**src/rtl/odrs_pkg.sv**
```systemverilog
// How it works
// - each output keeps a 3-bit 6g de-emphasis code in bits 14:12 that resets to 2.
// - each output keeps a 3-bit 3g de-emphasis code in bits 11:9 that resets to 1.
// - each output keeps a 3-bit hd de-emphasis code in bits 8:6 that resets to 1.
// - each output keeps a 3-bit sd de-emphasis code in bits 5:3 that resets to 0 (no emphasis).
// - each output keeps a 3-bit audio-stream de-emphasis code in bits 2:0 that resets to 0.
// - output b has its own de-emphasis register with the same layout and resets as output a.
// - output a keeps a 4-bit hd swing code in bits 11:8 that resets to 3.
// - output a keeps a 4-bit sd swing code in bits 7:4 that resets to 3.
// - output a keeps a 4-bit audio swing code in bits 3:0 that resets to 3.
// - a 4-bit passthrough swing code in bits 15:12, reset 3, serves output a while unlocked.
// - in passthrough the passthrough swing code goes to the driver, not a rate code.
// - a silenced amplitude code in bits 11:8, reset 3, overrides all other swing codes on mute.
// - the passthrough register also holds 6g swing in bits 7:4 and 3g swing in 3:0, reset 3.
// - an output's off control overrides its silence control and turns the output fully off.
package odrs_pkg;
  // register indices; byte address is four times the index
  localparam logic [7:0] ODRS_IDX_EMPH_A = 8'h1a;
  localparam logic [7:0] ODRS_IDX_EMPH_B = 8'h1b;
  localparam logic [7:0] ODRS_IDX_AMP_LOW = 8'h1c;
  localparam logic [7:0] ODRS_IDX_AMP_BYP = 8'h1d;
  localparam logic [7:0] ODRS_IDX_CTRL = 8'h20;
  localparam logic [7:0] ODRS_IDX_STAT = 8'h21;
  // de-emphasis field positions
  localparam int ODRS_EMPH_6G_LSB = 12;
  localparam int ODRS_EMPH_3G_LSB = 9;
  localparam int ODRS_EMPH_HD_LSB = 6;
  localparam int ODRS_EMPH_SD_LSB = 3;
  localparam int ODRS_EMPH_AUDIO_LSB = 0;
  // swing field positions
  localparam int ODRS_AMP_HD_LSB = 8;
  localparam int ODRS_AMP_SD_LSB = 4;
  localparam int ODRS_AMP_AUDIO_LSB = 0;
  localparam int ODRS_AMP_PASS_LSB = 12;
  localparam int ODRS_AMP_SIL_LSB = 8;
  localparam int ODRS_AMP_6G_LSB = 4;
  localparam int ODRS_AMP_3G_LSB = 0;
  // reset values and writable masks
  localparam logic [15:0] ODRS_EMPH_RST = 16'h2240;
  localparam logic [15:0] ODRS_EMPH_MASK = 16'h7fff;
  localparam logic [15:0] ODRS_AMP_LOW_RST = 16'h0333;
  localparam logic [15:0] ODRS_AMP_LOW_MASK = 16'h0fff;
  localparam logic [15:0] ODRS_AMP_BYP_RST = 16'h3333;
  localparam logic [15:0] ODRS_AMP_BYP_MASK = 16'hffff;
  localparam logic [15:0] ODRS_CTRL_RST = 16'h0000;
  localparam logic [15:0] ODRS_CTRL_MASK = 16'h00ff;
  // control bits
  localparam int ODRS_CTRL_A_SIL = 0;
  localparam int ODRS_CTRL_A_OFF = 1;
  localparam int ODRS_CTRL_B_SIL = 2;
  localparam int ODRS_CTRL_B_OFF = 3;
  localparam int ODRS_CTRL_MAN_EN = 4;
  localparam int ODRS_CTRL_MAN_LSB = 5;
  // status bits
  localparam int ODRS_STAT_RATE_LSB = 0;
  localparam int ODRS_STAT_LOCK = 3;
  localparam int ODRS_STAT_A_EMPH_LSB = 4;
  localparam int ODRS_STAT_A_AMP_LSB = 7;
  localparam int ODRS_STAT_B_EMPH_LSB = 11;
  // rate codes
  localparam logic [2:0] ODRS_RATE_AUDIO = 3'h0;
  localparam logic [2:0] ODRS_RATE_SD = 3'h1;
  localparam logic [2:0] ODRS_RATE_HD = 3'h2;
  localparam logic [2:0] ODRS_RATE_3G = 3'h3;
  localparam logic [2:0] ODRS_RATE_6G = 3'h4;

  typedef struct packed {
    logic wb_ack;
    logic [31:0] wb_dat;
    logic [15:0] emph_a;
    logic [15:0] emph_b;
    logic [15:0] amp_low;
    logic [15:0] amp_byp;
    logic [15:0] ctrl;
    logic lock_s1;
    logic lock_s2;
    logic [2:0] rate_s1;
    logic [2:0] rate_s2;
    logic [2:0] a_emph;
    logic [3:0] a_amp;
    logic a_sil;
    logic a_off;
    logic [2:0] b_emph;
    logic b_sil;
    logic b_off;
  } odrs_state_s;
endpackage

```
**src/rtl/odrs_top.sv**
```systemverilog
// Chosen here: the Wishbone interface to the registers.
`timescale 1ns/1ps
`default_nettype none
module odrs_top
  import odrs_pkg::*;
#(
  parameter int ADR_W = 8
) (
  input wire logic clk_i,
  input wire logic rst_i,
  input wire logic wb_cyc_i,
  input wire logic wb_stb_i,
  input wire logic wb_we_i,
  input wire logic [ADR_W-1:0] wb_adr_i,
  input wire logic [3:0] wb_sel_i,
  input wire logic [31:0] wb_dat_i,
  output logic [31:0] wb_dat_o,
  output logic wb_ack_o,
  input wire logic locked_i,
  input wire logic [2:0] rate_i,
  output logic [2:0] serial_out_a_emph_o,
  output logic [3:0] serial_out_a_amp_o,
  output logic serial_out_a_silence_o,
  output logic serial_out_a_off_o,
  output logic [2:0] serial_out_b_emph_o,
  output logic out_b_silence_o,
  output logic out_b_off_o
);
  // the register decode needs a full byte of address
  if (ADR_W < 8) begin : g_adr_check
    $error("odrs_top: ADR_W must be at least 8");
  end

  odrs_state_s st_r;
  odrs_state_s st_nxt;

  function automatic logic [15:0] odrs_merge(input logic [15:0] old, input logic [31:0] wd,
                                             input logic [3:0] sel, input logic [15:0] mask);
    logic [15:0] v;
    v = old;
    if (sel[0]) begin
      v[7:0] = wd[7:0];
    end
    if (sel[1]) begin
      v[15:8] = wd[15:8];
    end
    return v & mask;
  endfunction

  function automatic logic [2:0] odrs_emph_pick(input logic [15:0] r, input logic [2:0] rate);
    case (rate)
      ODRS_RATE_6G: return r[ODRS_EMPH_6G_LSB +: 3];
      ODRS_RATE_3G: return r[ODRS_EMPH_3G_LSB +: 3];
      ODRS_RATE_HD: return r[ODRS_EMPH_HD_LSB +: 3];
      ODRS_RATE_SD: return r[ODRS_EMPH_SD_LSB +: 3];
      default: return r[ODRS_EMPH_AUDIO_LSB +: 3];
    endcase
  endfunction

  logic req;
  logic upper_zero;
  logic [7:0] widx;
  logic [2:0] eff_rate;
  logic [3:0] rate_amp;
  logic [15:0] stat;

  always_comb begin
    st_nxt = st_r;
    req = wb_cyc_i && wb_stb_i && !st_r.wb_ack;
    upper_zero = (ADR_W == 8) ? 1'b1 : (wb_adr_i >> 8) == '0;
    widx = {2'b00, wb_adr_i[7:2]};
    // pin synchronisers for the lock and rate indications
    st_nxt.lock_s1 = locked_i;
    st_nxt.lock_s2 = st_r.lock_s1;
    st_nxt.rate_s1 = rate_i;
    st_nxt.rate_s2 = st_r.rate_s1;
    eff_rate = st_r.ctrl[ODRS_CTRL_MAN_EN] ? st_r.ctrl[ODRS_CTRL_MAN_LSB +: 3]
                                           : st_r.rate_s2;
    case (eff_rate)
      ODRS_RATE_6G: rate_amp = st_r.amp_byp[ODRS_AMP_6G_LSB +: 4];
      ODRS_RATE_3G: rate_amp = st_r.amp_byp[ODRS_AMP_3G_LSB +: 4];
      ODRS_RATE_HD: rate_amp = st_r.amp_low[ODRS_AMP_HD_LSB +: 4];
      ODRS_RATE_SD: rate_amp = st_r.amp_low[ODRS_AMP_SD_LSB +: 4];
      default: rate_amp = st_r.amp_low[ODRS_AMP_AUDIO_LSB +: 4];
    endcase
    // output a swing code: silence beats passthrough, passthrough beats rate
    st_nxt.a_emph = odrs_emph_pick(st_r.emph_a, eff_rate);
    if (st_r.ctrl[ODRS_CTRL_A_SIL]) begin
      st_nxt.a_amp = st_r.amp_byp[ODRS_AMP_SIL_LSB +: 4];
    end else if (!st_r.lock_s2) begin
      st_nxt.a_amp = st_r.amp_byp[ODRS_AMP_PASS_LSB +: 4];
    end else begin
      st_nxt.a_amp = rate_amp;
    end
    st_nxt.a_off = st_r.ctrl[ODRS_CTRL_A_OFF];
    st_nxt.a_sil = st_r.ctrl[ODRS_CTRL_A_SIL] && !st_r.ctrl[ODRS_CTRL_A_OFF];
    st_nxt.b_emph = odrs_emph_pick(st_r.emph_b, eff_rate);
    st_nxt.b_off = st_r.ctrl[ODRS_CTRL_B_OFF];
    st_nxt.b_sil = st_r.ctrl[ODRS_CTRL_B_SIL] && !st_r.ctrl[ODRS_CTRL_B_OFF];
    stat = '0;
    stat[ODRS_STAT_RATE_LSB +: 3] = eff_rate;
    stat[ODRS_STAT_LOCK] = st_r.lock_s2;
    stat[ODRS_STAT_A_EMPH_LSB +: 3] = st_r.a_emph;
    stat[ODRS_STAT_A_AMP_LSB +: 4] = st_r.a_amp;
    stat[ODRS_STAT_B_EMPH_LSB +: 3] = st_r.b_emph;
    // wishbone classic slave: one wait state, ack held for one cycle
    st_nxt.wb_ack = req;
    st_nxt.wb_dat = '0;
    if (req && upper_zero) begin
      if (wb_we_i) begin
        case (widx)
          ODRS_IDX_EMPH_A:
            st_nxt.emph_a = odrs_merge(st_r.emph_a, wb_dat_i, wb_sel_i,
                                       ODRS_EMPH_MASK);
          ODRS_IDX_EMPH_B:
            st_nxt.emph_b = odrs_merge(st_r.emph_b, wb_dat_i, wb_sel_i,
                                       ODRS_EMPH_MASK);
          ODRS_IDX_AMP_LOW:
            st_nxt.amp_low = odrs_merge(st_r.amp_low, wb_dat_i, wb_sel_i,
                                        ODRS_AMP_LOW_MASK);
          ODRS_IDX_AMP_BYP:
            st_nxt.amp_byp = odrs_merge(st_r.amp_byp, wb_dat_i, wb_sel_i, ODRS_AMP_BYP_MASK);
          ODRS_IDX_CTRL:
            st_nxt.ctrl = odrs_merge(st_r.ctrl, wb_dat_i, wb_sel_i, ODRS_CTRL_MASK);
          default: ;
        endcase
      end else begin
        case (widx)
          ODRS_IDX_EMPH_A: st_nxt.wb_dat = {16'h0000, st_r.emph_a};
          ODRS_IDX_EMPH_B: st_nxt.wb_dat = {16'h0000, st_r.emph_b};
          ODRS_IDX_AMP_LOW: st_nxt.wb_dat = {16'h0000, st_r.amp_low};
          ODRS_IDX_AMP_BYP: st_nxt.wb_dat = {16'h0000, st_r.amp_byp};
          ODRS_IDX_CTRL: st_nxt.wb_dat = {16'h0000, st_r.ctrl};
          ODRS_IDX_STAT: st_nxt.wb_dat = {16'h0000, stat};
          default: st_nxt.wb_dat = '0;
        endcase
      end
    end
  end

  always_ff @(posedge clk_i) begin
    if (rst_i) begin
      st_r <= '0;
      st_r.emph_a <= ODRS_EMPH_RST;
      st_r.emph_b <= ODRS_EMPH_RST;
      st_r.amp_low <= ODRS_AMP_LOW_RST;
      st_r.amp_byp <= ODRS_AMP_BYP_RST;
      st_r.ctrl <= ODRS_CTRL_RST;
    end else begin
      st_r <= st_nxt;
    end
  end

  assign wb_dat_o = st_r.wb_dat;
  assign wb_ack_o = st_r.wb_ack;
  assign serial_out_a_emph_o = st_r.a_emph;
  assign serial_out_a_amp_o = st_r.a_amp;
  assign serial_out_a_silence_o = st_r.a_sil;
  assign serial_out_a_off_o = st_r.a_off;
  assign serial_out_b_emph_o = st_r.b_emph;
  assign out_b_silence_o = st_r.b_sil;
  assign out_b_off_o = st_r.b_off;
endmodule
`default_nettype wire

```
**config.mk**
```make
export PLATFORM = sky130hd
export DESIGN_NAME = odrs_top
export DESIGN_NICKNAME = d
export VERILOG_FILES = /design/src/rtl/odrs_pkg.sv /design/src/rtl/odrs_top.sv
export SDC_FILE = /design/constraint.sdc
export NUM_CORES = 1
export LEC_CHECK = 0
export ABC_CLOCK_PERIOD_IN_PS = 1970
export BUFFER_PORTS_ARGS = -buffer_cell sky130_fd_sc_hd__buf_2
export CAP_MARGIN = 20
export CORE_ASPECT_RATIO = 0.75
export CORE_UTILIZATION = 40
export CTS_BUF_LIST = sky130_fd_sc_hd__clkbuf_8 sky130_fd_sc_hd__clkbuf_16
export DETAILED_ROUTE_END_ITERATION = 8
export GPL_TIMING_DRIVEN = 0
export PLACE_DENSITY = 0.65
export SLEW_MARGIN = 20
export SYNTH_ARGS = -nofsm -noshare
export SYNTH_HDL_FRONTEND = slang
export SYNTH_SLANG_ARGS = --single-unit
export TNS_END_PERCENT = 50
```
**constraint.sdc**
```tcl
create_clock -name clk_i -period 1.97 [get_ports clk_i]
set_input_delay 0.197 -clock clk_i [delete_from_list [all_inputs] [get_ports clk_i]]
set_output_delay 0.197 -clock clk_i [all_outputs]
set_load 0.05 [all_outputs]
```
## Word-level counts from Yosys, hierarchy flattened

Index checks and enable logic that the tools add are counted.

| storage, ports and cells | value |
|---|---|
| bits in latches | 0 |
| bits in read-only memories | 0 |
| memory bits (writable) | 0 |
| output and inout port bits | 47 |
| memories | 0 |
| flip-flop bits (word level) | 121 |
| logic and storage cells | 57 |
| input port bits | 53 |

| cells by class | value |
|---|---|
| add/sub/neg operators | 0 |
| multiplexer cells | 7 |
| div/mod/pow operators | 0 |
| equal/unequal tests | 10 |
| reduce and logical (&&, ||, !) cells | 17 |
| $mul | 0 |
| shift operators | 0 |
| bitwise gates (word level) | 1 |
| $lt $le $gt $ge | 0 |

Operators by type and width:

| cell | count |
|---|---|
| $pmux W16 S6 | 1 |
| $reduce_and A4 Y1 | 9 |
| $eq A6 B5 Y1 const B | 4 |
| $pmux W3 S4 | 2 |
| $pmux W4 S4 | 1 |
| $eq A6 B6 Y1 const B | 2 |
| $mux W4 | 2 |
| $eq A3 B2 Y1 const B | 2 |
| $logic_and A1 B1 Y1 | 4 |
| $eq A3 B1 Y1 const B | 1 |
| $eq A3 B3 Y1 const B | 1 |
| $logic_not A1 Y1 | 3 |
| $mux W3 | 1 |
| $reduce_or A3 Y1 | 1 |
| $not A1 Y1 | 1 |

## Depth between registers and ports, before layout

| depth | value |
|---|---|
| word-level depth | 5 |
| mapped depth | 8 |
| mapped depth without buffers | 4 |

## Worst setup path before layout

Ideal clock, no wire load.

| timing | value |
|---|---|
| path kind | flip-flop to flip-flop |
| start point | reg st_r (netlist bit wb_ack_o) |
| end point | reg st_r[83] (netlist bit) |
| required time | 1.850 ns |
| cell stages (with the launch flop) | 8 |
| clock period less this slack | 1.967 ns |
| buffers on the path | 3 |
| setup slack | 0.003 ns |
| library setup time | 0.120 ns |
| arrival time | 1.847 ns |
| path through | dfxtp_1 and4b_1 buf_2 and2_1 buf_2 buf_4 and3_1 a211o_1 |

| on the way | value |
|---|---|
| word-level cells in the longest chain between the ends | 3 |

Ends and longest elaborated chain:

| element | line | RTL |
|---|---|---|
| from (decl) | odrs_top.sv:34 | `odrs_state_s st_r;` |
| from (signal assigned) | odrs_top.sv:150 | `st_r <= st_nxt;` |
| $logic_not A1 Y1 | odrs_top.sv:69 | `req = wb_cyc_i && wb_stb_i && !st_r.wb_ack;` |
| $logic_and A1 B1 Y1 | odrs_top.sv:69 |  |
| $reduce_and A4 Y1 (no source line) | -- |  |

Every way passes these cells.
A chain may end at the register's enable or synchronous reset.

## Worst setup path after layout

| timing | value |
|---|---|
| start point | reg st_r[26] (netlist bit) |
| end point | reg st_r (netlist bit serial_out_a_amp_o[2]) |

| on the way | value |
|---|---|
| word-level cells in the longest chain between the ends | 5 |
| elaborated cells on any way between the ends | 8 |
| classes of those cells | eq/ne: 4; mux: 4 |

Ends and longest elaborated chain:

| element | line | RTL |
|---|---|---|
| $mux W3 (*) | odrs_top.sv:77 | `eff_rate = st_r.ctrl[ODRS_CTRL_MAN_EN] ? st_r.ctrl[ODRS_CTRL_MAN_LSB +: 3]` |
| $eq A3 B1 Y1 (tied with other cells) | odrs_top.sv:79 | `case (eff_rate)` |
| $pmux W4 S4 (*) | odrs_top.sv:79 |  |
| $mux W4 (*) | odrs_top.sv:90 | `end else if (!st_r.lock_s2) begin` |
| $mux W4 (*) | odrs_top.sv:88 | `if (st_r.ctrl[ODRS_CTRL_A_SIL]) begin` |

Mark *: on every way between the ends. The rest lies on a longest branch, timed or not.

==> summary.md <==
| Metric | Value |
|---|---|
| DP HPWL | 13300 µm |
| Layout area overhead | 18.5% |
| Routed len/inst | 21.6 µm |
| Max H-tree Level | 3 |
| IO Port Bufs | 61 |
| CP Cell Sequence | buf_6, mux2_2, nor2_1, a32oi_1, a31oi_1 |
| ANT nets after route | 0 |
| Io pins | 100 |
| Antenna cell count | 0 |
| # fillers | 1255 |
| Total power | 4.41 mW |
| Max Root-Sink Buffers | 2 |
| Clk sinks | 105 |
| Fin util | 0.485 |
| Core Region | 12300 µm² |
| CP max FO | 10 |
| Failing checks | negative setup slack |
| Area of the multi-input gates | 2470 µm² |
| DR pass1 iterations | 5 |
| Cell variety after synth | 52 |
| Worst EP required | 2230 ps |
| Final GP Congestion | 0.958 |
| Crit path max-delay family | simple AND/OR/NAND/NOR gates |
| NetSw | 1.13 mW |
| Die area | 13000 µm² |
| Initial antenna violation count | 0 |
| Switching share of total power | 0.257 |
| Synth top area cells | dfxtp_1 42%, buf_4 6.9%, a21oi_1 6.1% |
| RSZ-0062 raised after global routing | true |
| Final slew viol count | 0 |
| Cell-internal power | 3.27 mW |
| Final period utilization | 1.01 |
| Post-Syn Area | 5020 µm² |
| Pwr dens | 742 nW/µm² |
| Slew HR | 0.479 |
| Synthesized flop and latch total | 105 |
| Residual DRC count | 0 |
| Most frequent cells in the layout | 104 x dfxtp_1, 75 x buf_2, 61 x a21oi_1 |
| Die Wd | 131 µm |
| Met2 GRT Util | 0.419 |
| MaxCap Viol Count | 0 |
| Num CTS Buffers | 9 |
| Hold Vio Cnt, Final | 0 |
| CTS clk-pin slew, worst paths | 70 ps |
| Hold/Removal Path Class | in2reg |
| Top cell type's share of synthesized area | 0.419 |
| Max Fclk | 504 MHz |
| Final WL | 18000 µm |
| Comb power frac | 0.102 |
| FF+latch area | 2100 µm² |
| Crit path time final | 1990 ps |
| Post-synth ARST share | 0 |
| CTS Hold Bufs | 0 |
| Final setup margin | -15.8 ps |
| Outcome | finished, violations left |
| Rows | 35 |
| Final setup fails | 1 |
| Die H | 99.0 µm |
| Final #Nets | 719 |
| Cells after DPL | 820 |
| CP Depth | 5 |
| EDFF count, synth | 0 |
| Routing usage on met1 | 0.381 |
| Pleak | 2.26 nW |
| Sequential power share | 0.489 |
| GRT overflow | 0 |
| Worst setup path class | reg2reg |
| Power share of the clock group | 0.409 |
| CTS Root Cell | clkbuf_16 |
| CP Capture Type | flip-flop |
| Fin cells | 837 |
| Avg Vias per Cell | 6.03 |
| WP data arrival | 2240 ps |
| Worst skew pair latency | 360 ps |
| Layout cell share with drive strength beyond 1 | 0.243 |
| Max incr delay on CP | 470 ps |
| Vias in the first global route | 4388 |
| Area after DPL | 5590 µm² |
| Final Instance Area | 5940 µm² |
| Register area share after synthesis | 0.419 |
| Commonest non-fill, non-tap cell in the layout | dfxtp_1 |
| Global route hottest layer | met2 |
| Syn. warnings | 0 |
| Pre-CTS setup slack | -98.5 ps |
| Syn Inst Count | 578 |
| Clk_skew | 11.6 ps |
| Slowest cell on crit path | nor2_1 |
| GR Util All Layers | 0.275 |
| Hold Path Depth | 2 |
| R2R depth | 5 |
| Startpoint Class | flip-flop |
| Largest area contributor in the netlist | dfxtp_1 |
| Ys flop type | dfxtp_1 |
| Initial Util | 0.409 |
| Pin count of the biggest net entering global routing | 16 |
| Mean post-synth cell area | 8.68 µm² |
| First-pass GRT wire length | 26700 µm |
| DR iter-0 viols | 740 |
| CTS tree | yes |
| Buffers & Inverters on Critical Path | 1 |
| Via count | 5049 |
| Slew @ Worst Pin | 782 ps |
| Peak supply drop | 460 µV |
| Met3 usage | 0.0802 |
[through the flow]
step           TNS (ps)  hold WS, ps
2_1_floorplan         0          325
3_3_place_gp       -385          405
3_5_place_dp       -251          413
4_1_cts               0         51.1
5_1_grt           -1.15         55.6
6_report          -15.8         55.2
[routing by layer]
| layer | wire length, µm | vias up |
|---|---|---|
| met5 | 0 | - |
| li1 | - | 2274 |
| met4 | 247 | 0 |
| met2 | 7790 | 328 |
| met3 | 2130 | 27 |
| met1 | 7870 | 2420 |
[kinds of logic after synthesis]
| logic type | count (synthesis) | synth area share |
|---|---|---|
| AOI/OAI and AO/OA | 192 | 0.250 |
| and+or+nand+nor | 180 | 0.197 |
| DFF | 105 | 0.419 |
| buffers and inverters | 90 | 0.108 |
| muxes | 10 | 0.0249 |
| other | 1 | 0.000747 |
[state kept, by name, indices dropped and copies added, names as in the netlist]
name                    flops
serial_out_a_emph_o         3
wb_dat_o                   16
serial_out_a_amp_o          4
out_b_silence_o             1
serial_out_a_silence_o      1
serial_out_b_emph_o         3
st_nxt                      6
out_b_off_o                 1
serial_out_a_off_o          1
wb_ack_o                    1
st_r                       68
[power groups by stage]
stage	Clock (mW)	Combinational, mW	Sequential, mW
after floorplan	0	0.285	2.20
after global placement	0	0.423	2.20
after detailed placement	0	0.427	2.20
after CTS	1.81	0.428	2.16
after global routing	1.88	0.468	2.16
final	1.80	0.449	2.16
[worst paths after layout]
path / startpoint / endpoint / slack (ps)
worst min register to register: st_nxt[20] / st_r[20] / 440
worst max register to register: st_r[26] / serial_out_a_amp_o[2] / -20
worst max-delay path: st_r[26] / serial_out_a_amp_o[2] / -20
worst min-delay path: locked_i / st_nxt[20] / 60
[synthesized netlist by cell type (4+ instances only)]
library cell  number
o31ai_1            4
nor2_1             6
nand3b_1           4
a32oi_1            4
inv_1              6
nand3_1           48
nand4_1            5
a22oi_1           21
a222oi_1           8
nand2b_1           6
buf_4             46
dfxtp_1          105
a21boi_0           4
nor2b_1           12
mux2_2             7
a211o_1           18
a311o_1            5
o21ai_0           33
and3_1            24
or2_2              4
o211ai_1           5
buf_2             17
a31oi_1           17
clkbuf_1          17
a311oi_1           5
a21oi_1           61
nor3_1             9
nand2_1           44
[area by class of cell]
cell class | count | area share
Multi-Input combinational cell | 398 | 0.416
Sequential cell | 105 | 0.354
Buffer | 84 | 0.0897
Timing Repair Buffer | 62 | 0.0526
Clock buffer | 10 | 0.0402
Tap cell | 166 | 0.0349
Clock inverter | 6 | 0.00884
Inverter | 6 | 0.00379
[timing repair]
action / in CTS / in global routing
pin swaps: 0 / 0
resized for setup: 1 / 11
buffers inserted: 0 / 1
setup endpoints to repair: 1 / 18
Power figures use the tool's default switching activity.
